[src/mux_adc_pkg.sv]
package mux_adc_pkg;
  // channel and configuration widths
  localparam int CHAN_W = 3;
  localparam int ENTRY_W = 7;
  localparam int PTR_W = 4;
  localparam int DEPTH = 16;
  // stored entry layout: pair, chan[2:0], polarity, gain, last
  localparam int ENT_PAIR = 6;
  localparam int ENT_CH_HI = 5;
  localparam int ENT_CH_LO = 3;
  localparam int ENT_POL = 2;
  localparam int ENT_GAIN = 1;
  localparam int ENT_LAST = 0;
  // conversion timing
  localparam int CONV_TIME_NS = 1400;
  localparam int CLK_PERIOD_NS = 10;
  localparam int CONV_CYCLES = (CONV_TIME_NS + CLK_PERIOD_NS - 1) / CLK_PERIOD_NS;
  localparam int TRIG_RELEASE_NS = 400;
  // reset values and step sizes
  localparam logic [CHAN_W-1:0] CHAN_ZERO = 3'h0;
  localparam logic [PTR_W-1:0] PTR_ZERO = 4'h0;
  localparam logic [PTR_W-1:0] PTR_LAST = 4'hf;
  localparam logic [CHAN_W-1:0] SCAN_STEP_SE = 3'h1;
  localparam logic [CHAN_W-1:0] SCAN_STEP_PAIR_SELECT = 3'h2;
  localparam logic [PTR_W-1:0] PTR_STEP = 4'h1;
  // operating modes from the two mode pins
  typedef enum logic [1:0] {
    MODE_DIRECT = 2'b00,
    MODE_SCAN = 2'b01,
    MODE_PROGRAM = 2'b10,
    MODE_RUN = 2'b11
  } op_mode_t;
  // conversion states
  typedef enum logic [1:0] {
    CONV_IDLE = 2'b00,
    CONV_BUSY = 2'b01,
    CONV_HOLD = 2'b10
  } conv_state_t;
endpackage : mux_adc_pkg

[src/mux_adc_sequencer_control.sv]
`timescale 1ns/100ps
// How it works
// - with select low, a falling sample trigger starts a conversion.
// - trigger activity is ignored while a conversion runs.
// - busy is low throughout each conversion, high when done.
// - select and read low keep result outputs driven; capture at busy rise.
// - with read strobe high, result outputs stay high impedance.
// - tied read/trigger: previous result shown, new one at busy rise.
// - tied read/trigger: each strobe starts a conversion and reads the last result.
// - both mode pins low: channel pins drive mux, config pins set span.
// - direct/scan inputs transparent while load low, latched at its rise.
// - mode 01 is scan: channel pins ignored, pair/gain/polarity honoured.
// - scan with pair low cycles eight single-ended inputs.
// - scan with pair high cycles four differential pairs.
// - pair select is evaluated afresh for every scan conversion.
// - scan counter clears on every change of low-order mode pin.
// - scan counter steps one or two; converted address shown with result.
// - sequencer holds 16 entries of 7 bits including a last flag.
// - an entry reads back as a 7-bit status word on output pins.
// - mode 10 opens the sequencer, holds busy low, blocks conversions.
// - pointer returns to entry zero whenever a mode pin changes.
// - load strobe rise in program mode stores inputs and advances pointer.
// - last write before low mode pin rises ends sequence; wraps after 16.
// - result drivers enabled only while read and select are low.
// - readback read strobe rise tri-states outputs and advances pointer.
module mux_adc_sequencer_control
  import mux_adc_pkg::*;
#(
  parameter int RES_W = 12,
  parameter int CONV_LEN = CONV_CYCLES
) (
  // clock and reset
  input wire logic sys_clk,
  input wire logic rstn,
  // host control pins
  input wire logic sample_trigger_n,
  input wire logic select_n,
  input wire logic read_n,
  input wire logic load_n,
  input wire logic mode_pin_high_order,
  input wire logic mode_pin_low_order,
  // address and configuration pins
  input wire logic [CHAN_W-1:0] channel_select_in,
  input wire logic pair_select,
  input wire logic gain_range_select,
  input wire logic polarity_select,
  // result from the converter core
  input wire logic [RES_W-1:0] conv_result,
  // result and address outputs
  output logic [RES_W-1:0] data_out,
  output logic [RES_W-1:0] data_oe,
  output logic [CHAN_W-1:0] channel_code_out,
  output logic pair_flag_out,
  output logic addr_oe,
  output logic busy_n,
  // configuration to the analog front end
  output logic [CHAN_W-1:0] mux_channel,
  output logic mux_pair,
  output logic mux_gain,
  output logic mux_polarity,
  output logic conv_sample
);
  localparam int CNT_W = $clog2(CONV_LEN + 1);
  localparam logic [CNT_W-1:0] CONV_LAST = CNT_W'(CONV_LEN - 1);
  localparam int NPIN = 12;

  // synchronised pins
  logic [NPIN-1:0] pins_raw;
  logic [NPIN-1:0] pins;
  assign pins_raw = {sample_trigger_n, select_n, read_n, load_n, mode_pin_high_order,
                     mode_pin_low_order, channel_select_in, pair_select, gain_range_select, polarity_select};

  pin_sync #(.WIDTH(NPIN)) u_sync (
    .sys_clk(sys_clk),
    .rstn(rstn),
    .pin_in(pins_raw),
    .pin_out(pins)
  );

  wire trig_n = pins[11];
  wire sel_n = pins[10];
  wire rd_n = pins[9];
  wire ld_n = pins[8];
  wire [1:0] mode_pins = pins[7:6];
  wire [CHAN_W-1:0] ch_in = pins[5:3];
  wire pair_in = pins[2];
  wire gain_in = pins[1];
  wire pol_in = pins[0];

  // the synchroniser shows 0 on every pin until it has filled after reset,
  // so edge events and output drivers wait until the edge registers hold real levels;
  // otherwise a trigger pin that idles high would look like a falling edge
  localparam logic [1:0] WARM_DONE = 2'h3;
  logic [1:0] warm_cnt;
  wire settled = warm_cnt == WARM_DONE;
  always_ff @(posedge sys_clk or negedge rstn) begin
    if (!rstn) begin
      warm_cnt <= '0;
    end else if (!settled) begin
      warm_cnt <= warm_cnt + 2'h1;
    end
  end

  // previous levels for edge detection
  logic trig_q;
  logic rd_q;
  logic ld_q;
  logic [1:0] mode_q;
  always_ff @(posedge sys_clk or negedge rstn) begin
    if (!rstn) begin
      trig_q <= 1'b1;
      rd_q <= 1'b1;
      ld_q <= 1'b1;
      mode_q <= MODE_DIRECT;
    end else begin
      trig_q <= trig_n;
      rd_q <= rd_n;
      ld_q <= ld_n;
      mode_q <= mode_pins;
    end
  end

  // decoded events and modes
  op_mode_t mode;
  assign mode = op_mode_t'(mode_pins);
  wire trig_fall = settled && trig_q && !trig_n;
  wire ld_rise = settled && !ld_q && ld_n;
  wire rd_rise = settled && !rd_q && rd_n;
  wire mode_change = settled && (mode_pins != mode_q);
  wire low_mode_change = settled && (mode_pins[0] != mode_q[0]);
  wire prog_mode = mode == MODE_PROGRAM;
  wire scan_mode = mode == MODE_SCAN;
  wire run_mode = mode == MODE_RUN;

  // configuration latch: transparent while load low
  logic [CHAN_W-1:0] cfg_ch;
  logic cfg_pair;
  logic cfg_gain;
  logic cfg_pol;
  always_ff @(posedge sys_clk or negedge rstn) begin
    if (!rstn) begin
      cfg_ch <= CHAN_ZERO;
      cfg_pair <= 1'b0;
      cfg_gain <= 1'b0;
      cfg_pol <= 1'b0;
    end else if (!ld_n) begin
      cfg_ch <= ch_in;
      cfg_pair <= pair_in;
      cfg_gain <= gain_in;
      cfg_pol <= pol_in;
    end
  end

  // conversion control
  conv_state_t state;
  conv_state_t next_state;
  logic [CNT_W-1:0] conv_cnt;
  wire start_ok = trig_fall && !sel_n && !prog_mode;
  wire conv_done = state == CONV_BUSY && conv_cnt == CONV_LAST;

  // program mode parks the machine in hold, which keeps busy low
  always_comb begin
    next_state = state;
    case (state)
      CONV_IDLE: begin
        if (prog_mode) begin
          next_state = CONV_HOLD;
        end else if (start_ok) begin
          next_state = CONV_BUSY;
        end
      end
      CONV_BUSY: begin
        if (conv_done) begin
          next_state = prog_mode ? CONV_HOLD : CONV_IDLE;
        end
      end
      CONV_HOLD: begin
        if (!prog_mode) begin
          next_state = CONV_IDLE;
        end
      end
      default: next_state = CONV_IDLE;
    endcase
  end

  always_ff @(posedge sys_clk or negedge rstn) begin
    if (!rstn) begin
      state <= CONV_IDLE;
      conv_cnt <= '0;
    end else begin
      state <= next_state;
      conv_cnt <= (state == CONV_BUSY) ? conv_cnt + 1'b1 : '0;
    end
  end

  // scan counter
  // cleared on any low mode pin change so each scan pass starts at channel 0
  logic [CHAN_W-1:0] scan_ch;
  wire [CHAN_W-1:0] scan_step = cfg_pair ? SCAN_STEP_PAIR_SELECT : SCAN_STEP_SE;
  always_ff @(posedge sys_clk or negedge rstn) begin
    if (!rstn) begin
      scan_ch <= CHAN_ZERO;
    end else if (low_mode_change) begin
      scan_ch <= CHAN_ZERO;
    end else if (conv_done && scan_mode) begin
      scan_ch <= scan_ch + scan_step;
    end
  end

  // sequencer pointer and memory
  logic [PTR_W-1:0] seq_ptr;
  logic [PTR_W-1:0] last_ptr;
  logic last_valid;
  logic [ENTRY_W-1:0] seq_rd;
  wire seq_write = prog_mode && ld_rise && rd_n;
  wire seq_read_adv = prog_mode && rd_rise && ld_n;
  wire [ENTRY_W-1:0] seq_wdata = {pair_in, ch_in, pol_in, gain_in, 1'b0};
  // run mode wraps after the last programmed entry
  wire run_wrap = seq_rd[ENT_LAST] || seq_ptr == last_ptr;

  always_ff @(posedge sys_clk or negedge rstn) begin
    if (!rstn) begin
      seq_ptr <= PTR_ZERO;
      last_ptr <= PTR_LAST;
      last_valid <= 1'b0;
    end else begin
      if (mode_change) begin
        seq_ptr <= PTR_ZERO;
      end else if (seq_write || seq_read_adv) begin
        seq_ptr <= seq_ptr + PTR_STEP;
      end else if (run_mode && conv_done) begin
        seq_ptr <= run_wrap ? PTR_ZERO : seq_ptr + PTR_STEP;
      end
      if (seq_write) begin
        last_ptr <= seq_ptr;
        last_valid <= 1'b1;
      end
    end
  end

  // read and write share the pointer; read data lag it by one clock
  seq_mem u_mem (
    .sys_clk(sys_clk),
    .wr_en(seq_write),
    .wr_addr(seq_ptr),
    .wr_data(seq_wdata),
    .rd_addr(seq_ptr),
    .rd_data(seq_rd)
  );

  // end flag follows the last entry written before the low mode pin rose
  wire entry_last = last_valid && seq_ptr == last_ptr;
  wire [ENTRY_W-1:0] status_word = {seq_rd[ENTRY_W-1:1], entry_last};

  // mux selection per mode
  wire [CHAN_W-1:0] sel_ch = scan_mode ? scan_ch : run_mode ? seq_rd[ENT_CH_HI:ENT_CH_LO] : cfg_ch;
  wire sel_pair = run_mode ? seq_rd[ENT_PAIR] : cfg_pair;
  wire sel_gain = run_mode ? seq_rd[ENT_GAIN] : cfg_gain;
  wire sel_pol = run_mode ? seq_rd[ENT_POL] : cfg_pol;

  // output enable decode
  // no drivers until the synchroniser has filled, since it reads the strobes as low
  wire rd_enable = settled && !rd_n && !sel_n;
  // readback drives only the three status pins at the top of the data word
  wire [RES_W-1:0] status_oe = {{ENTRY_W-4{1'b1}}, {RES_W-ENTRY_W+4{1'b0}}};
  wire [RES_W-1:0] next_data_oe = !rd_enable ? '0 : prog_mode ? status_oe : '1;

  // front end, result and address registers
  always_ff @(posedge sys_clk or negedge rstn) begin
    if (!rstn) begin
      mux_channel <= CHAN_ZERO;
      mux_pair <= 1'b0;
      mux_gain <= 1'b0;
      mux_polarity <= 1'b0;
      conv_sample <= 1'b0;
      busy_n <= 1'b1;
      data_out <= '0;
      channel_code_out <= CHAN_ZERO;
      pair_flag_out <= 1'b0;
      data_oe <= '0;
      addr_oe <= 1'b0;
    end else begin
      if (state == CONV_IDLE && next_state == CONV_BUSY) begin
        mux_channel <= sel_ch;
        mux_pair <= sel_pair;
        mux_gain <= sel_gain;
        mux_polarity <= sel_pol;
      end
      conv_sample <= next_state == CONV_BUSY;
      busy_n <= next_state == CONV_IDLE;
      if (conv_done) begin
        data_out <= conv_result;
        channel_code_out <= mux_channel;
        pair_flag_out <= mux_pair;
      end else if (prog_mode) begin
        data_out <= {status_word[2:0], {RES_W-3{1'b0}}};
        channel_code_out <= status_word[5:3];
        pair_flag_out <= status_word[6];
      end
      data_oe <= next_data_oe;
      addr_oe <= rd_enable;
    end
  end
endmodule : mux_adc_sequencer_control

[src/pin_sync.sv]
`timescale 1ns/100ps
// two-stage synchroniser for a bundle of pins
module pin_sync #(
  parameter int WIDTH = 1
) (
  // clock and reset
  input wire logic sys_clk,
  input wire logic rstn,
  // pins
  input wire logic [WIDTH-1:0] pin_in,
  output logic [WIDTH-1:0] pin_out
);
  logic [WIDTH-1:0] stage1;

  // first stage feeds only the second
  always_ff @(posedge sys_clk or negedge rstn) begin
    if (!rstn) begin
      stage1 <= '0;
      pin_out <= '0;
    end else begin
      stage1 <= pin_in;
      pin_out <= stage1;
    end
  end
endmodule : pin_sync

[src/seq_mem.sv]
`timescale 1ns/100ps
// sequencer entry store with registered read
module seq_mem
  import mux_adc_pkg::*;
#(
  parameter int WIDTH = ENTRY_W,
  parameter int AW = PTR_W
) (
  // clock
  input wire logic sys_clk,
  // write port
  input wire logic wr_en,
  input wire logic [AW-1:0] wr_addr,
  input wire logic [WIDTH-1:0] wr_data,
  // read port
  input wire logic [AW-1:0] rd_addr,
  output logic [WIDTH-1:0] rd_data
);
  logic [WIDTH-1:0] mem [0:(1<<AW)-1];

  // write and registered read
  always_ff @(posedge sys_clk) begin
    if (wr_en) begin
      mem[wr_addr] <= wr_data;
    end
    rd_data <= mem[rd_addr];
  end
endmodule : seq_mem

[config.mk]
export PLATFORM = sky130hd
export DESIGN_NAME = mux_adc_sequencer_control
export DESIGN_NICKNAME = d
export VERILOG_FILES = /design/src/mux_adc_pkg.sv /design/src/mux_adc_sequencer_control.sv /design/src/pin_sync.sv /design/src/seq_mem.sv
export SDC_FILE = /design/constraint.sdc
export NUM_CORES = 1
export LEC_CHECK = 0
export ABC_AREA = 1
export BUFFER_PORTS_ARGS = -buffer_cell sky130_fd_sc_hd__buf_2
export CORE_UTILIZATION = 60
export CTS_CLUSTER_SIZE = 8
export DETAILED_ROUTE_END_ITERATION = 10
export PLACE_DENSITY = 0.81
export SYNTH_ARGS = -nofsm -noshare
export SYNTH_HDL_FRONTEND = slang
export SYNTH_SLANG_ARGS = --single-unit
[constraint.sdc]
create_clock -name sys_clk -period 5.53 [get_ports sys_clk]
set_input_delay 0.553 -clock sys_clk [delete_from_list [all_inputs] [get_ports sys_clk]]
set_output_delay 0.553 -clock sys_clk [all_outputs]
set_load 0.1 [all_outputs]
==> results.cfg <==
[global_route]
grt_pass1_vias = 4668
grt_max_degree = 86
grt_use_met1 = 0.325
overflow = 0
busiest_layer = met2
met3_usage = 0.0616
grt.total_usage = 0.254
antenna_found_initial = 0
grt_use_met2 = 0.413
grt_pass1_wl_um = 23800

[yosys]
synth_area_um2 = 7440
synth_top_area_cell = edfxtp_1
ys_seq_area_frac = 0.691
synth_top_cell_area_share = 0.388
synth_edf_count = 96
ys_types = 41
syn_area_per_cell_um2 = 11.6
synth.area.top_cells = edfxtp_1, dfrtp_1, nand2_1, nor2_1, o21ai_0
synthMostInstantiatedCell = nand2_1
synthesis.nets = 675
ys_ff_latch = 187
synth_common_cells = nand2_1, edfxtp_1, nor2_1
synthFlopType = edfxtp_1
netlist_instances = 641
ys_warn_count = 0
async_flop_share = 0.455

[floorplanning]
die_area_um2 = 12800
rows = 40
coreArea_um2 = 12100
die_x_um = 113
io-pin-count = 63
die_y_um = 113
initial_core_util = 0.617

[worst_hold_path]
min_path_type = in -> reg
worstHoldStart = mode_pin_low_order
min_path_cells = 1
hold_end = u_sync.stage1[6]

[clock_network]
clockRootBuffer = clkbuf_16
cts_buffers = 17
cts_setup_buffers = 0
cts_resized = 0
ctsLongestPathBuffers = 2
cts.sinks = 187
path_clk_slew_ps = 70
clk_latency_ps = 430
h-tree-depth = 4
cts_tree = built
ctsHoldBuffers = 0

[detailed_routing]
wirelength_um = 15300
drt_iter0_markers = 608
wl_per_cell_um = 17.6
drt-pass1-iter-count = 6
ant_nets = 0
routed-via-count = 4881
drc = 0
vias_per_cell = 5.62

[sta]
layout_min_cycle_time_ps = 2580
post-route-period-util = 0.467
worst_clock_skew_ps = 12.8
fmax_mhz = 387
tightest_slew_ps = 1050
drv_slew = 0
setup_ws_ps = 2950
fin_hold_ws_ps = 220
hold_viol_final = 0
max_slew_margin = 0.302
setup_viol = 0
grt_setup_unrepaired = false
final.setup.tns_ps = 0

[worst_setup_path]
cp_slowest_stage_delay_ps = 690
worstPathRequired_ps = 5600
cp-start-kind = flop
cp.arrival_ps = 2650
r2r_slack_ps = 2950
rr_worst_depth = 4
r2r_end = u_mem.mem[9][0]
endpoint_kind = flop
critPathTopFamily = flip-flops
cp_max_fo = 31
setup.worst_path.class = reg -> reg
slowest_stage = dfrtp_1
critPathBufInv = 1
r2r_start = seq_ptr[1]
crit_cells = 4
crit_chain = inv_1, ha_1, nand2_1, nor2_1

[finish]
multi_input_area_um2 = 1930
fin_nets = 722
layout-drive-gt1-share = 0.190
diodes = 0
fillers = 870
ff_latch_area_um2 = 5140
utilization = 0.692
synthToLayoutAreaGrowth_pct = 12.3

[run]
maxCapViolCount = 0

[placement]
place_worst_setup_slack_ps = 3010
port_buffers = 62
gp_congestion = 0.894
post-dp-hpwl_um = 10100

[pwr]
p_leak_nw = 3.46
finalPower_mw = 3.01
ir_worst_vdd_v = 0.000317
p_per_area_nw_per_um2 = 361

[run_status]
status = completed
==> worst max-delay path by stage <==
stage                from               end  slack, ps
6_report       seq_ptr[1]   u_mem.mem[9][0]       2950
5_1_grt        seq_ptr[1]   u_mem.mem[9][0]       2730
4_1_cts        seq_ptr[1]   u_mem.mem[8][4]       2990
3_5_place_dp   seq_ptr[1]   u_mem.mem[8][0]       3010
3_3_place_gp   seq_ptr[1]  u_mem.mem[13][2]       3200
2_1_floorplan  data_oe[8]        data_oe[1]       3540
==> final cells by class <==
class / count / area share
Sequential cell: 187 / 0.615
Multi-Input combinational cell: 378 / 0.231
Clock buffer: 21 / 0.0589
Timing Repair Buffer: 63 / 0.0384
Tap cell: 168 / 0.0252
Inverter: 41 / 0.0187
Clock inverter: 11 / 0.0124
==> flip-flops by register name, indices dropped and copies added, names as in the netlist, 2 cells and up <==
signal / flops
u_sync.pin_out: 12
seq_ptr: 4
last_ptr: 4
scan_ch: 3
data_oe: 2
warm_cnt: 2
cfg_ch: 3
mux_channel: 3
state: 2
mode_q: 2
u_mem.rd_data: 6
channel_code_out: 3
u_mem.mem: 96
u_sync.stage1: 12
conv_cnt: 8
data_out: 12
==> report_power, final <==
part / internal, mW / switching [mW]
Sequential: 1.50 / 0.0375
Combinational: 0.0448 / 0.235
Clock: 0.688 / 0.506
==> cell families after synthesis <==
kind of cell / Yosys count / share of synthesized area
flops: 187 / 0.691
buf+inv: 76 / 0.0496
mux: 2 / 0.00303
fa+ha+maj: 8 / 0.0145
xor+xnor: 1 / 0.00118
compound gates: 120 / 0.0932
simple gates: 247 / 0.148
==> placed cells by master, fill, tap and decap left out, drive strengths merged, types with 5 or more instances in the layout <==
master and count:
a21oi 15, clkbuf 21, a22o 9, edfxtp 96
dfxtp 6, o22ai 24, dfrtp 77, inv 44
nand2 111, a31oi 5, dfstp 8, nand4 11
nor2 100, o21ai 63, ha 7, nand3 20
clkinv 7, buf 63
==> layer usage <==
metal | wire, um | up-vias
li1 | - | 2282
met1 | 6330 | 2348
met2 | 7600 | 215
met3 | 961 | 36
met4 | 371 | 0
met5 | 0 | -
==> metrics by stage <==
stage,instances,area [um2]
finish,869,8350
global route,869,8350
CTS,869,8350
detailed placement,837,7760
global placement,837,7760
floorplan,641,7440
Power figures use the tool's default switching activity.
